$ cat src/tsc_map.vh
`ifndef TSC_MAP_VH
`define TSC_MAP_VH
// register indices (byte address = index)
`define TSC_ADDR_SUPPLY   4'h0
`define TSC_ADDR_REGVOLT  4'h1
`define TSC_ADDR_MODDEPTH 4'h2
`define TSC_ADDR_OVPAT_LO 4'h3
`define TSC_ADDR_OVPAT_HI 4'h4
`define TSC_ADDR_OVMODE   4'h5
`define TSC_ADDR_UNPAT_LO 4'h6
`define TSC_ADDR_UNPAT_HI 4'h7
`define TSC_ADDR_DISPLAY  4'h8
// supply register fields
`define TSC_BIT_ENABLE    0
`define TSC_BIT_LOWSUP    1
`define TSC_BIT_DREGOFF   2
// regulator voltage register fields
`define TSC_BIT_REGMANUAL 4
// display fields
`define TSC_BIT_ILIM      4
// fixed analog/logic code in 5 V mode: 3.4 V
`define TSC_CODE_FIXED34  4'hf
// shaping drive modes
`define TSC_MODE_DRSUP    2'h0
`define TSC_MODE_AMREG    2'h1
`define TSC_MODE_PAUSE    2'h2
// pattern length
`define TSC_PAT_LEN       4'he
`define TSC_PAT_ZERO      14'h0000
`define TSC_RESET_BYTE    8'h00
`endif

$ cat src/tsc_shaper.v
`include "tsc_map.vh"
// walks a 14-bit pattern one cycle per bit after a trigger
module tsc_shaper (
    // clock and reset
    input  wire        ref_clk,
    input  wire        reset,
    // control
    input  wire        trigger,
    input  wire [13:0] pattern,
    input  wire [1:0]  mode,
    // result
    output reg         active,
    output reg  [1:0]  activeMode
);
    reg [3:0] step;
    reg       running;
    reg [1:0] heldMode;

    // step counter restarts on every trigger, idles at zero
    always @(posedge ref_clk) begin
        if (reset) begin
            step     <= 4'h0;
            running  <= 1'b0;
            heldMode <= `TSC_MODE_DRSUP;
        end else if (trigger) begin
            step     <= 4'h1;
            running  <= (pattern != `TSC_PAT_ZERO);
            heldMode <= mode;
        end else if (running && step < `TSC_PAT_LEN - 4'h1) begin
            step     <= step + 4'h1;
        end else begin
            step     <= 4'h0;
            running  <= 1'b0;
        end
    end

    // bit 0 is offered in the trigger cycle so the caller's register lands it in cycle one
    always @* begin
        if (trigger) begin
            active     = pattern[0];
            activeMode = mode;
        end else begin
            active     = running && pattern[step];
            activeMode = heldMode;
        end
    end
endmodule // tsc_shaper

$ cat src/tsc_supply_ctrl.v
`include "tsc_map.vh"
module tsc_supply_ctrl (
    // clock and reset
    input  wire       ref_clk,
    input  wire       reset,
    // register port
    input  wire [3:0] regAddr,
    input  wire [7:0] regWdata,
    input  wire       regWrite,
    input  wire       regRead,
    output reg  [7:0] regRdata,
    // adjust-regulators result and analog status
    input  wire       autoValid,
    input  wire [3:0] autoCode,
    input  wire       currentLimit,
    // modulation state from encoder
    input  wire       modulated,
    // regulator controls
    output reg        regEnable,
    output reg        lowSupplyModeSel,
    output reg  [3:0] txRegCode,
    output reg  [3:0] analogRegCode,
    output reg  [3:0] logicRegCode,
    output reg        logicRegEnable,
    output reg        pdSupportEnable,
    output reg  [3:0] modulationDepthCode,
    // driver override
    output reg        driverOverride,
    output reg  [1:0] driverOverrideMode
);
    // configuration storage
    reg        enableBit;
    reg        lowSup;
    reg        dregOff;
    reg        regManual;
    reg [3:0]  manualCode;
    reg [3:0]  autoResult;
    reg [3:0]  depth;
    reg [13:0] ovPattern;
    reg [13:0] unPattern;
    reg [1:0]  ovMode;
    reg [1:0]  unMode;
    reg        modPrev;
    reg        limSync0;
    reg        limSync1;
    wire [3:0] codeInUse = regManual ? manualCode : autoResult;
    wire       ovTrig    = modPrev && !modulated;
    wire       unTrig    = !modPrev && modulated;
    wire       ovAct;
    wire       unAct;
    wire [1:0] ovActMode;
    wire [1:0] unActMode;

    // register writes
    always @(posedge ref_clk) begin
        if (reset) begin
            enableBit  <= 1'b0;
            lowSup     <= 1'b0;
            dregOff    <= 1'b0;
            regManual  <= 1'b0;
            manualCode <= 4'h0;
            depth      <= 4'h0;
            ovPattern  <= `TSC_PAT_ZERO;
            unPattern  <= `TSC_PAT_ZERO;
            ovMode     <= `TSC_MODE_DRSUP;
            unMode     <= `TSC_MODE_DRSUP;
        end else if (regWrite) begin
            case (regAddr)
                `TSC_ADDR_SUPPLY: begin
                    enableBit <= regWdata[`TSC_BIT_ENABLE];
                    lowSup    <= regWdata[`TSC_BIT_LOWSUP];
                    dregOff   <= regWdata[`TSC_BIT_DREGOFF];
                end
                `TSC_ADDR_REGVOLT: begin
                    regManual  <= regWdata[`TSC_BIT_REGMANUAL];
                    manualCode <= regWdata[3:0];
                end
                `TSC_ADDR_MODDEPTH: depth <= regWdata[3:0];
                `TSC_ADDR_OVPAT_LO: ovPattern[7:0] <= regWdata;
                `TSC_ADDR_OVPAT_HI: ovPattern[13:8] <= regWdata[5:0];
                `TSC_ADDR_OVMODE: begin
                    ovMode <= regWdata[1:0];
                    unMode <= regWdata[5:4];
                end
                `TSC_ADDR_UNPAT_LO: unPattern[7:0] <= regWdata;
                `TSC_ADDR_UNPAT_HI: unPattern[13:8] <= regWdata[5:0];
                default: ;
            endcase
        end
    end

    // latch the adjust-regulators result
    always @(posedge ref_clk) begin
        if (reset) begin
            autoResult <= 4'h0;
        end else if (autoValid) begin
            autoResult <= autoCode;
        end
    end

    // current-limit pin synchroniser and carrier edge tracking
    always @(posedge ref_clk) begin
        if (reset) begin
            limSync0 <= 1'b0;
            limSync1 <= 1'b0;
            modPrev  <= 1'b0;
        end else begin
            limSync0 <= currentLimit;
            limSync1 <= limSync0;
            modPrev  <= modulated;
        end
    end

    // regulator outputs
    always @(posedge ref_clk) begin
        if (reset) begin
            regEnable           <= 1'b0;
            lowSupplyModeSel    <= 1'b0;
            txRegCode           <= 4'h0;
            analogRegCode       <= `TSC_CODE_FIXED34;
            logicRegCode        <= `TSC_CODE_FIXED34;
            logicRegEnable      <= 1'b0;
            pdSupportEnable     <= 1'b1;
            modulationDepthCode <= 4'h0;
        end else begin
            regEnable           <= enableBit;
            lowSupplyModeSel    <= lowSup;
            txRegCode           <= codeInUse;
            analogRegCode       <= lowSup ? codeInUse : `TSC_CODE_FIXED34;
            logicRegCode        <= lowSup ? codeInUse : `TSC_CODE_FIXED34;
            logicRegEnable      <= enableBit && !dregOff;
            pdSupportEnable     <= !enableBit && !lowSup;
            modulationDepthCode <= depth;
        end
    end

    // overshoot and undershoot sequencers
    tsc_shaper overShaper (
        .ref_clk    (ref_clk),
        .reset      (reset),
        .trigger    (ovTrig),
        .pattern    (ovPattern),
        .mode       (ovMode),
        .active     (ovAct),
        .activeMode (ovActMode)
    );
    tsc_shaper underShaper (
        .ref_clk    (ref_clk),
        .reset      (reset),
        .trigger    (unTrig),
        .pattern    (unPattern),
        .mode       (unMode),
        .active     (unAct),
        .activeMode (unActMode)
    );

    // driver override: one cycle from each sequencer bit
    always @(posedge ref_clk) begin
        if (reset) begin
            driverOverride     <= 1'b0;
            driverOverrideMode <= `TSC_MODE_DRSUP;
        end else begin
            driverOverride     <= ovAct || unAct;
            driverOverrideMode <= ovAct ? ovActMode : unActMode;
        end
    end

    // read port, data valid the cycle after the strobe
    always @(posedge ref_clk) begin
        if (reset) begin
            regRdata <= `TSC_RESET_BYTE;
        end else if (regRead) begin
            case (regAddr)
                `TSC_ADDR_SUPPLY:   regRdata <= {5'h00, dregOff, lowSup, enableBit};
                `TSC_ADDR_REGVOLT:  regRdata <= {3'h0, regManual, manualCode};
                `TSC_ADDR_MODDEPTH: regRdata <= {4'h0, depth};
                `TSC_ADDR_OVPAT_LO: regRdata <= ovPattern[7:0];
                `TSC_ADDR_OVPAT_HI: regRdata <= {2'h0, ovPattern[13:8]};
                `TSC_ADDR_OVMODE:   regRdata <= {2'h0, unMode, 2'h0, ovMode};
                `TSC_ADDR_UNPAT_LO: regRdata <= unPattern[7:0];
                `TSC_ADDR_UNPAT_HI: regRdata <= {2'h0, unPattern[13:8]};
                `TSC_ADDR_DISPLAY:  regRdata <= {3'h0, limSync1, (enableBit ? codeInUse : 4'h0)};
                default:            regRdata <= `TSC_RESET_BYTE;
            endcase
        end else begin
            regRdata <= `TSC_RESET_BYTE;
        end
    end
endmodule // tsc_supply_ctrl

$ cat config.mk
export PLATFORM = sky130hd
export DESIGN_NAME = tsc_supply_ctrl
export DESIGN_NICKNAME = d
export VERILOG_FILES = /design/src/tsc_shaper.v /design/src/tsc_supply_ctrl.v
export VERILOG_INCLUDE_DIRS = /design/src
export SDC_FILE = /design/constraint.sdc
export NUM_CORES = 1
export LEC_CHECK = 0
export ABC_AREA = 0
export BUFFER_PORTS_ARGS = -buffer_cell sky130_fd_sc_hd__buf_2
export CAP_MARGIN = 10
export CORE_ASPECT_RATIO = 2
export CORE_MARGIN = 3
export CORE_UTILIZATION = 60
export CTS_BUF_LIST = sky130_fd_sc_hd__clkbuf_4
export CTS_CLUSTER_DIAMETER = 30
export DETAILED_ROUTE_END_ITERATION = 8
export PLACE_DENSITY_LB_ADDON = 0.15
export SKIP_CTS_REPAIR_TIMING = 1
export SLEW_MARGIN = 15
export SYNTH_ARGS = -nofsm -noshare
export SYNTH_HDL_FRONTEND = slang
export SYNTH_SLANG_ARGS = --single-unit
$ cat constraint.sdc
create_clock -name ref_clk -period 3.37 [get_ports ref_clk]
set_input_delay 0.1685 -clock ref_clk [delete_from_list [all_inputs] [get_ports ref_clk]]
set_output_delay 0.1685 -clock ref_clk [all_outputs]
set_load 0.05 [all_outputs]
# Word level (Yosys, flattened, before mapping)
# Cells that the tools add are included.
# totals
register_bits	92
in_bits	23
output_inout_bits	31
# classes
addsub	2
magnitude_cmp	4
eq_ne	10
mux	20
n_bitwise	4
n_reduce_logical	29
# op_table
operator	count
case mux 8 bit (9 select lines)	1
nonzero test 14 bit	2
equality test 4 x 3 -> 1 bit (second input constant)	4
AND reduction 2 bit	8
two-way mux 1 bit	12
less-than comparator 4 x 5 -> 1 bit (second input constant)	2
adder 4 x 1 -> 4 bit (second input constant)	2
binary-select mux 1 bit (select 4 bit)	2
equality test 4 x 2 -> 1 bit (second input constant)	2
logical AND 1 bit	8
less-than comparator 4 bit (second input constant)	2
two-way mux 4 bit	2
two-way mux 2 bit	3
OR reduction 3 bit	2
zero test 1 bit	5
equality test 4 x 1 -> 1 bit (second input constant)	1
equality test 4 bit (second input constant)	1
zero test 4 bit	1
!= test 2 bit (second input constant)	2
inverter 1 bit	4
OR reduction 2 bit	2
logical OR 1 bit	1

# Logic depth before layout (Yosys ltp)
# Gate-level depths: netlist of run 1.
# depth
word_depth	5
mapped_depth	7
mapped_depth_nobuf	6

# Modules after synthesis
# A second synthesis of run 1 with hierarchy kept.
# hier_totals
cells_unflattened	423
hier_area_um2	4097.7
# modules_own_cells
module	n_inst	cells_each	area_per_inst_um2	seq_area_each_um2
tsc_supply_ctrl	1	329	3166.8	1561.5
tsc_shaper	2	47	465.4	140.1

# Worst setup path before layout of run 1
# Ideal clock, no wire load.
# synth_path
path_type	register to register
from	register overShaper.step[0]
to	register driverOverrideMode[0]
setup_ps	123
arrival_time_ps	1735
required_time_ps	3247
path_slack_ps	1512
path_stages_with_launch	7
n_path_buf	1
path_cell_list	dfxtp_1 > buf_6 > mux2_4 > and3_1 > o311ai_2 > a2bb2oi_2 > mux2_1
# synth_via
elab_chain_cells	5
# synth_rtl
item	line_no	source
from (decl)	tsc_shaper.v:15	reg [3:0] step;
from (signal assigned)	tsc_shaper.v:30	step <= step + 4'h1;
binary-select mux 1 bit (select 4 bit)	tsc_shaper.v:43	active = running && pattern[step];
two-way mux 1 bit (not written as such)	tsc_shaper.v:43	
logical AND 1 bit	tsc_shaper.v:43	
two-way mux 1 bit	tsc_shaper.v:39	if (trigger) begin
two-way mux 2 bit	tsc_supply_ctrl.v:164	driverOverrideMode <= ovAct ? ovActMode : unActMode;
to (signal assigned)	tsc_supply_ctrl.v:161	driverOverrideMode <= `TSC_MODE_DRSUP;
to (signal assigned)	tsc_supply_ctrl.v:164	
to (decl)	tsc_supply_ctrl.v:29	output reg [1:0] driverOverrideMode
# Every way passes these cells. The select of a mux whose other input is x is not followed.
# A chain may end at the register's enable or synchronous reset.

# Worst setup path in the final report of run 1
# Ends and elaborated chain as after synthesis.

==> impl_metrics.json, run 1 <==
{
  "status": "finished with violations",
  "violations": "negative hold slack",
  "io_pins": 54,
  "dp.cells": 511,
  "postRouteAntennaNets": 0,
  "setup_viol": 0,
  "setup.worst_path.start_class": "register",
  "relSlewSlack": 0.571,
  "synth.area.top_cells": "dfxtp_1 46%, mux2i_1 16%, nor2_1 7.0%, mux4_2 5.6%, nor2b_1 2.2%",
  "post_drt_wl_per_cell_um": 17.6,
  "core-area_mm2": 0.00641,
  "ys_ff_latch": 92,
  "crit_fanout": 11,
  "finalNonFillerCells": 534,
  "fill_cells": 504,
  "yosysWarnings": 0,
  "hold_start": "regWdata[6]",
  "path_delay_family": "multiplexers",
  "rows": 41,
  "port_buffers": 53,
  "multi_input_area_mm2": 0.00199,
  "critPathLaunch": "overShaper.step[0]",
  "r2r-start": "overShaper.step[0]",
  "nNetsFinal": 469,
  "final_common_cell": "dfxtp_1",
  "die_w_um": 64.0,
  "final_util": 0.701,
  "first_iter_violations": 202,
  "layout_common_cells": "92 x dfxtp_1, 75 x nor2_1, 63 x mux2i_1, 53 x buf_2, 22 x nand2_1",
  "yosysUniqueCellTypes": 52,
  "vdd_ir_drop_max_v": 0.000398,
  "numCtsBuffers": 9,
  "clk_latency_ns": 0.45,
  "ff_latch_area_mm2": 0.00184,
  "grt_pass1_vias": 3000,
  "drv_slew": 0,
  "worst_slack_ns": 1.23,
  "grt_use_met3": 0.0480,
  "synth_top_cell_area_share": 0.456,
  "clk_pin_slew_worst_paths_ns": 0.13,
  "cap_violations": 0,
  "syn_inst": 402,
  "routed_wl_um": 9370,
  "synth_area_mm2": 0.00404,
  "pre_cts_slack_ns": 1.26,
  "worstPathArrival_ns": 2.47,
  "p_leak_nw": 1.73,
  "rsz0062_at_grt": "false",
  "largestRegisters": "ovPattern: 14 flops, unPattern: 14 flops, regRdata: 8 flops",
  "grt_use_met1": 0.268,
  "root_buffer": "clkbuf_4",
  "synth_edf_count": 0,
  "syn_to_final_growth_pct": 11.3,
  "die_y_um": 122,
  "clockBufferDepth": 2,
  "fin_crit_ns": 2.14,
  "grt_first_pass_wirelength_um": 15200,
  "avgViaCountPerCell": 5.72,
  "hold_viol_final": 1,
  "grtUsageMet2": 0.461,
  "grt-ovfl-total": 0,
  "grt_use_total": 0.258,
  "dp_hpwl_um": 6890,
  "ys_seq_area_frac": 0.456,
  "busiest_layer": "met2",
  "syn_area_per_cell_um2": 10.0,
  "htreeDepth": 3,
  "skew_ns": 0.0155,
  "crit_slowest_cell": "dfxtp_1",
  "worst_pin_slew_ns": 0.641,
  "tritoncts": "built",
  "drc": 0,
  "dr.pass1.iters": 6,
  "yosys.area.top_type": "dfxtp_1",
  "cts_sinks": 92,
  "fin_crit_sh": 0.634,
  "grt_max_degree": 45,
  "ys.flop_type": "dfxtp_1",
  "path_buf_inv": 0,
  "route.vias.total": 3055,
  "gp_congestion": 0.884,
  "critPathCaptureType": "register",
  "timing.fmax_mhz": 468,
  "antenna_found_initial": 1,
  "required_ns": 3.71,
  "dieArea_mm2": 0.00781,
  "holdWs_ns": -0.0176,
  "slowest_delay_ns": 0.67,
  "layout-drive-gt1-share": 0.199,
  "hold_path_class": "in -> reg",
  "synth_nets": 429,
  "p_per_area_mw_per_mm2": 448,
  "path_cells": "mux2_4 > and3_1 > o311ai_2 > a2bb2oi_2 > mux2_1",
  "synthArstFlopShare": 0,
  "initial_core_util": 0.630,
  "fin_tns_setup_ns": 0,
  "critPathKind": "reg -> reg"
}
[where the power goes]
group,switching (W),internal (W)
Sequential,0.0000199,0.00111
Combinational,0.0000924,0.0000595
Clock,0.000365,0.000373
[worst paths after layout]
kind,endpoint,slack (ns),depth (start not counted)
hold / removal,unPattern[6],-0.02,3
setup reg to reg,driverOverrideMode[0],1.23,5
hold reg to reg,limSync1,0.46,1
setup / recovery,driverOverrideMode[0],1.23,5
[cell usage after synthesis (10+ instances only)]
master	instances
dfxtp_1	92
mux4_2	10
nand2_1	22
mux2i_1	63
clkbuf_1	16
nor2b_1	14
a21oi_1	10
nor2_1	75
[kinds of logic after synthesis]
| family | share of synthesized area |
|---|---|
| AND/OR/NAND/NOR | 0.185 |
| flip-flops | 0.456 |
| multiplexers | 0.227 |
| buffers and inverters | 0.0499 |
| AO/OA/AOI/OAI | 0.0610 |
| XOR/XNOR | 0.00868 |
| adder cells (fa/ha/maj) | 0.0124 |
[worst register-to-register path: stages (launching register included)]
cell	delay, ns
dfxtp_1	0.67
mux2_4	0.35
and3_1	0.19
o311ai_2	0.27
a2bb2oi_2	0.23
mux2_1	0.33
[cell type report]
type / instances / area share
Tap cell: 86 / 0.0239
Multi-Input combinational cell: 271 / 0.444
Timing Repair Buffer: 61 / 0.0757
Clock inverter: 7 / 0.0253
Sequential cell: 92 / 0.410
Clock buffer: 9 / 0.0150
Inverter: 7 / 0.00585
Antenna cell: 1 / 0.000557
[metrics by stage]
stage	cell area, um^2	power [W]
finish	4490	0.00202
global placement	4250	0.00129
global route	4490	0.00207
CTS	4430	0.00202
detailed placement	4250	0.00130
floorplan	4040	0.00126
[routing by layer]
| layer | wire length [um] | vias to the layer above | part of all wire |
|---|---|---|---|
| li1 | - | 1479 | - |
| met1 | 3440 | 1448 | 0.37 |
| met2 | 5080 | 102 | 0.54 |
| met3 | 397 | 26 | 0.042 |
| met4 | 452 | 0 | 0.048 |
| met5 | 0 | - | 0 |
No activity file was read; power rests on OpenSTA's default activity.
==> inputs of run 2 (changes only) <==
--- a/config.mk
+++ b/config.mk
@@ -11,7 +11,7 @@
 export CAP_MARGIN = 10
 export CORE_ASPECT_RATIO = 2
 export CORE_MARGIN = 3
-export CORE_UTILIZATION = 60
+export CORE_UTILIZATION = 59
 export CTS_BUF_LIST = sky130_fd_sc_hd__clkbuf_4
 export CTS_CLUSTER_DIAMETER = 30
 export DETAILED_ROUTE_END_ITERATION = 8
==> constraint.sdc (replaced) <==
create_clock -name ref_clk -period 2.2 [get_ports ref_clk]
set_input_delay 0.11 -clock ref_clk [delete_from_list [all_inputs] [get_ports ref_clk]]
set_output_delay 0.11 -clock ref_clk [all_outputs]
set_load 0.05 [all_outputs]
==> impl_metrics.json, run 2 (synthesized netlist as in run 1, its figures left out) <==
{
  "fill_cells": 549,
  "status": "finished with violations",
  "hold_path_class": "in -> reg",
  "postRouteAntennaNets": 0,
  "drv_slew": 0,
  "tritoncts": "built",
  "required_ns": 2.55,
  "routed_wl_um": 9530,
  "clockBufferDepth": 2,
  "setup.worst_path.start_class": "register",
  "p_per_area_mw_per_mm2": 630,
  "antenna_found_initial": 0,
  "worst_pin_slew_ns": 0.623,
  "clk_pin_slew_worst_paths_ns": 0.13,
  "grt_use_total": 0.253,
  "vdd_ir_drop_max_v": 0.000494,
  "rsz0062_at_grt": "false",
  "critPathKind": "reg -> reg",
  "clk_latency_ns": 0.45,
  "relSlewSlack": 0.585,
  "dieArea_mm2": 0.00793,
  "fin_crit_ns": 1.85,
  "die_w_um": 64.5,
  "dp_hpwl_um": 6970,
  "p_leak_nw": 1.76,
  "crit_fanout": 10,
  "grt_pass1_vias": 2893,
  "fin_crit_sh": 0.840,
  "timing.fmax_mhz": 541,
  "initial_core_util": 0.610,
  "nNetsFinal": 479,
  "critPathCaptureType": "register",
  "cts_sinks": 92,
  "first_iter_violations": 205,
  "holdWs_ns": -0.0180,
  "worstPathArrival_ns": 2.20,
  "worst_slack_ns": 0.353,
  "core-area_mm2": 0.00662,
  "gp_congestion": 0.923,
  "grt-ovfl-total": 0,
  "violations": "negative hold slack",
  "rows": 42,
  "layout_common_cells": "92 x dfxtp_1, 75 x nor2_1, 63 x mux2i_1, 53 x buf_2, 22 x nand2_1",
  "dr.pass1.iters": 4,
  "route.vias.total": 3065,
  "setup_viol": 0,
  "final_common_cell": "dfxtp_1",
  "skew_ns": 0.00898,
  "post_drt_wl_per_cell_um": 17.5,
  "hold_viol_final": 9,
  "pre_cts_slack_ns": 0.370,
  "num_antenna_cells": 0,
  "avgViaCountPerCell": 5.63,
  "grt_max_degree": 32,
  "root_buffer": "clkbuf_4",
  "die_y_um": 123,
  "drc": 0,
  "fin_tns_setup_ns": 0,
  "grt_first_pass_wirelength_um": 14800,
  "port_buffers": 53,
  "numCtsBuffers": 9,
  "cap_violations": 0,
  "layout-drive-gt1-share": 0.206,
  "htreeDepth": 3,
  "syn_to_final_growth_pct": 12.1,
  "largestRegisters": "ovPattern: 14 flops, unPattern: 14 flops, regRdata: 8 flops",
  "io_pins": 54
}
==> run 2: cell count changes in the layout (fill, tap and decap cells not counted), sizes merged <==
cell         previous run  this run
buf                    55        60
inv                     7         6
diode                   1         0
dlygate4sd3             6        11
bufinv                  3         1
clkinv                  3         5
==> run 2: area by class of cell <==
cell class	instances	area, um^2	area share
Tap cell	88	110	0.0243
Multi-Input combinational cell	271	1990	0.441
Inverter	7	26.3	0.00581
Clock buffer	9	67.6	0.0149
Timing Repair Buffer	71	428	0.0946
Clock inverter	6	56.3	0.0124
Sequential cell	92	1840	0.407
==> run 2: power by group <==
| group | total, W | switching, W | internal, W | leakage, nW |
|---|---|---|---|---|
| combinational | 0.000253 | 0.000150 | 0.000103 | 0.943 |
| clock | 0.000876 | 0.000545 | 0.000331 | 0.0690 |
| sequential | 0.00172 | 0.0000265 | 0.00169 | 0.745 |
| total | 0.00285 | 0.000722 | 0.00213 | 1.76 |
==> run 2: stage by stage <==
step / util / power (W) / hold slack [ns] / cell area (um^2) / instances
2_1_floorplan: - / 0.00192 / 0.238 / 4040 / 402
3_3_place_gp: 0.648 / 0.00199 / 0.319 / 4290 / 518
3_5_place_dp: 0.648 / 0.00199 / 0.337 / 4290 / 518
4_1_cts: 0.667 / 0.00285 / -0.152 / 4410 / 533
5_1_grt: 0.683 / 0.00294 / 0.0000960 / 4520 / 544
6_report: 0.683 / 0.00285 / -0.0180 / 4520 / 544
==> run 2: final timing paths <==
path	startpoint	to	slack [ns]	depth (start not counted)
min reg2reg	limSync0	limSync1	0.47	1
max	overShaper.step[0]	driverOverrideMode[1]	0.35	6
max reg2reg	overShaper.step[0]	driverOverrideMode[1]	0.35	6
min	autoValid	autoResult[3]	-0.02	3
==> run 2: routing by layer <==
layer / GRT usage / routed length [um] / share of wire
met1: 0.258 / 3410 / 0.36
met2: 0.452 / 5190 / 0.55
met3: 0.0573 / 446 / 0.047
met4: 0.170 / 482 / 0.051
met5: 0 / 0 / 0
==> run 2: worst max-delay path: stages, from the launching register on <==
cell and delay [ns]:
dfxtp_1 0.38, buf_4 0.20, mux2i_1 0.09, mux4_2 0.47, nor2b_4 0.14, a2bb2oi_2 0.15, mux2_1 0.31
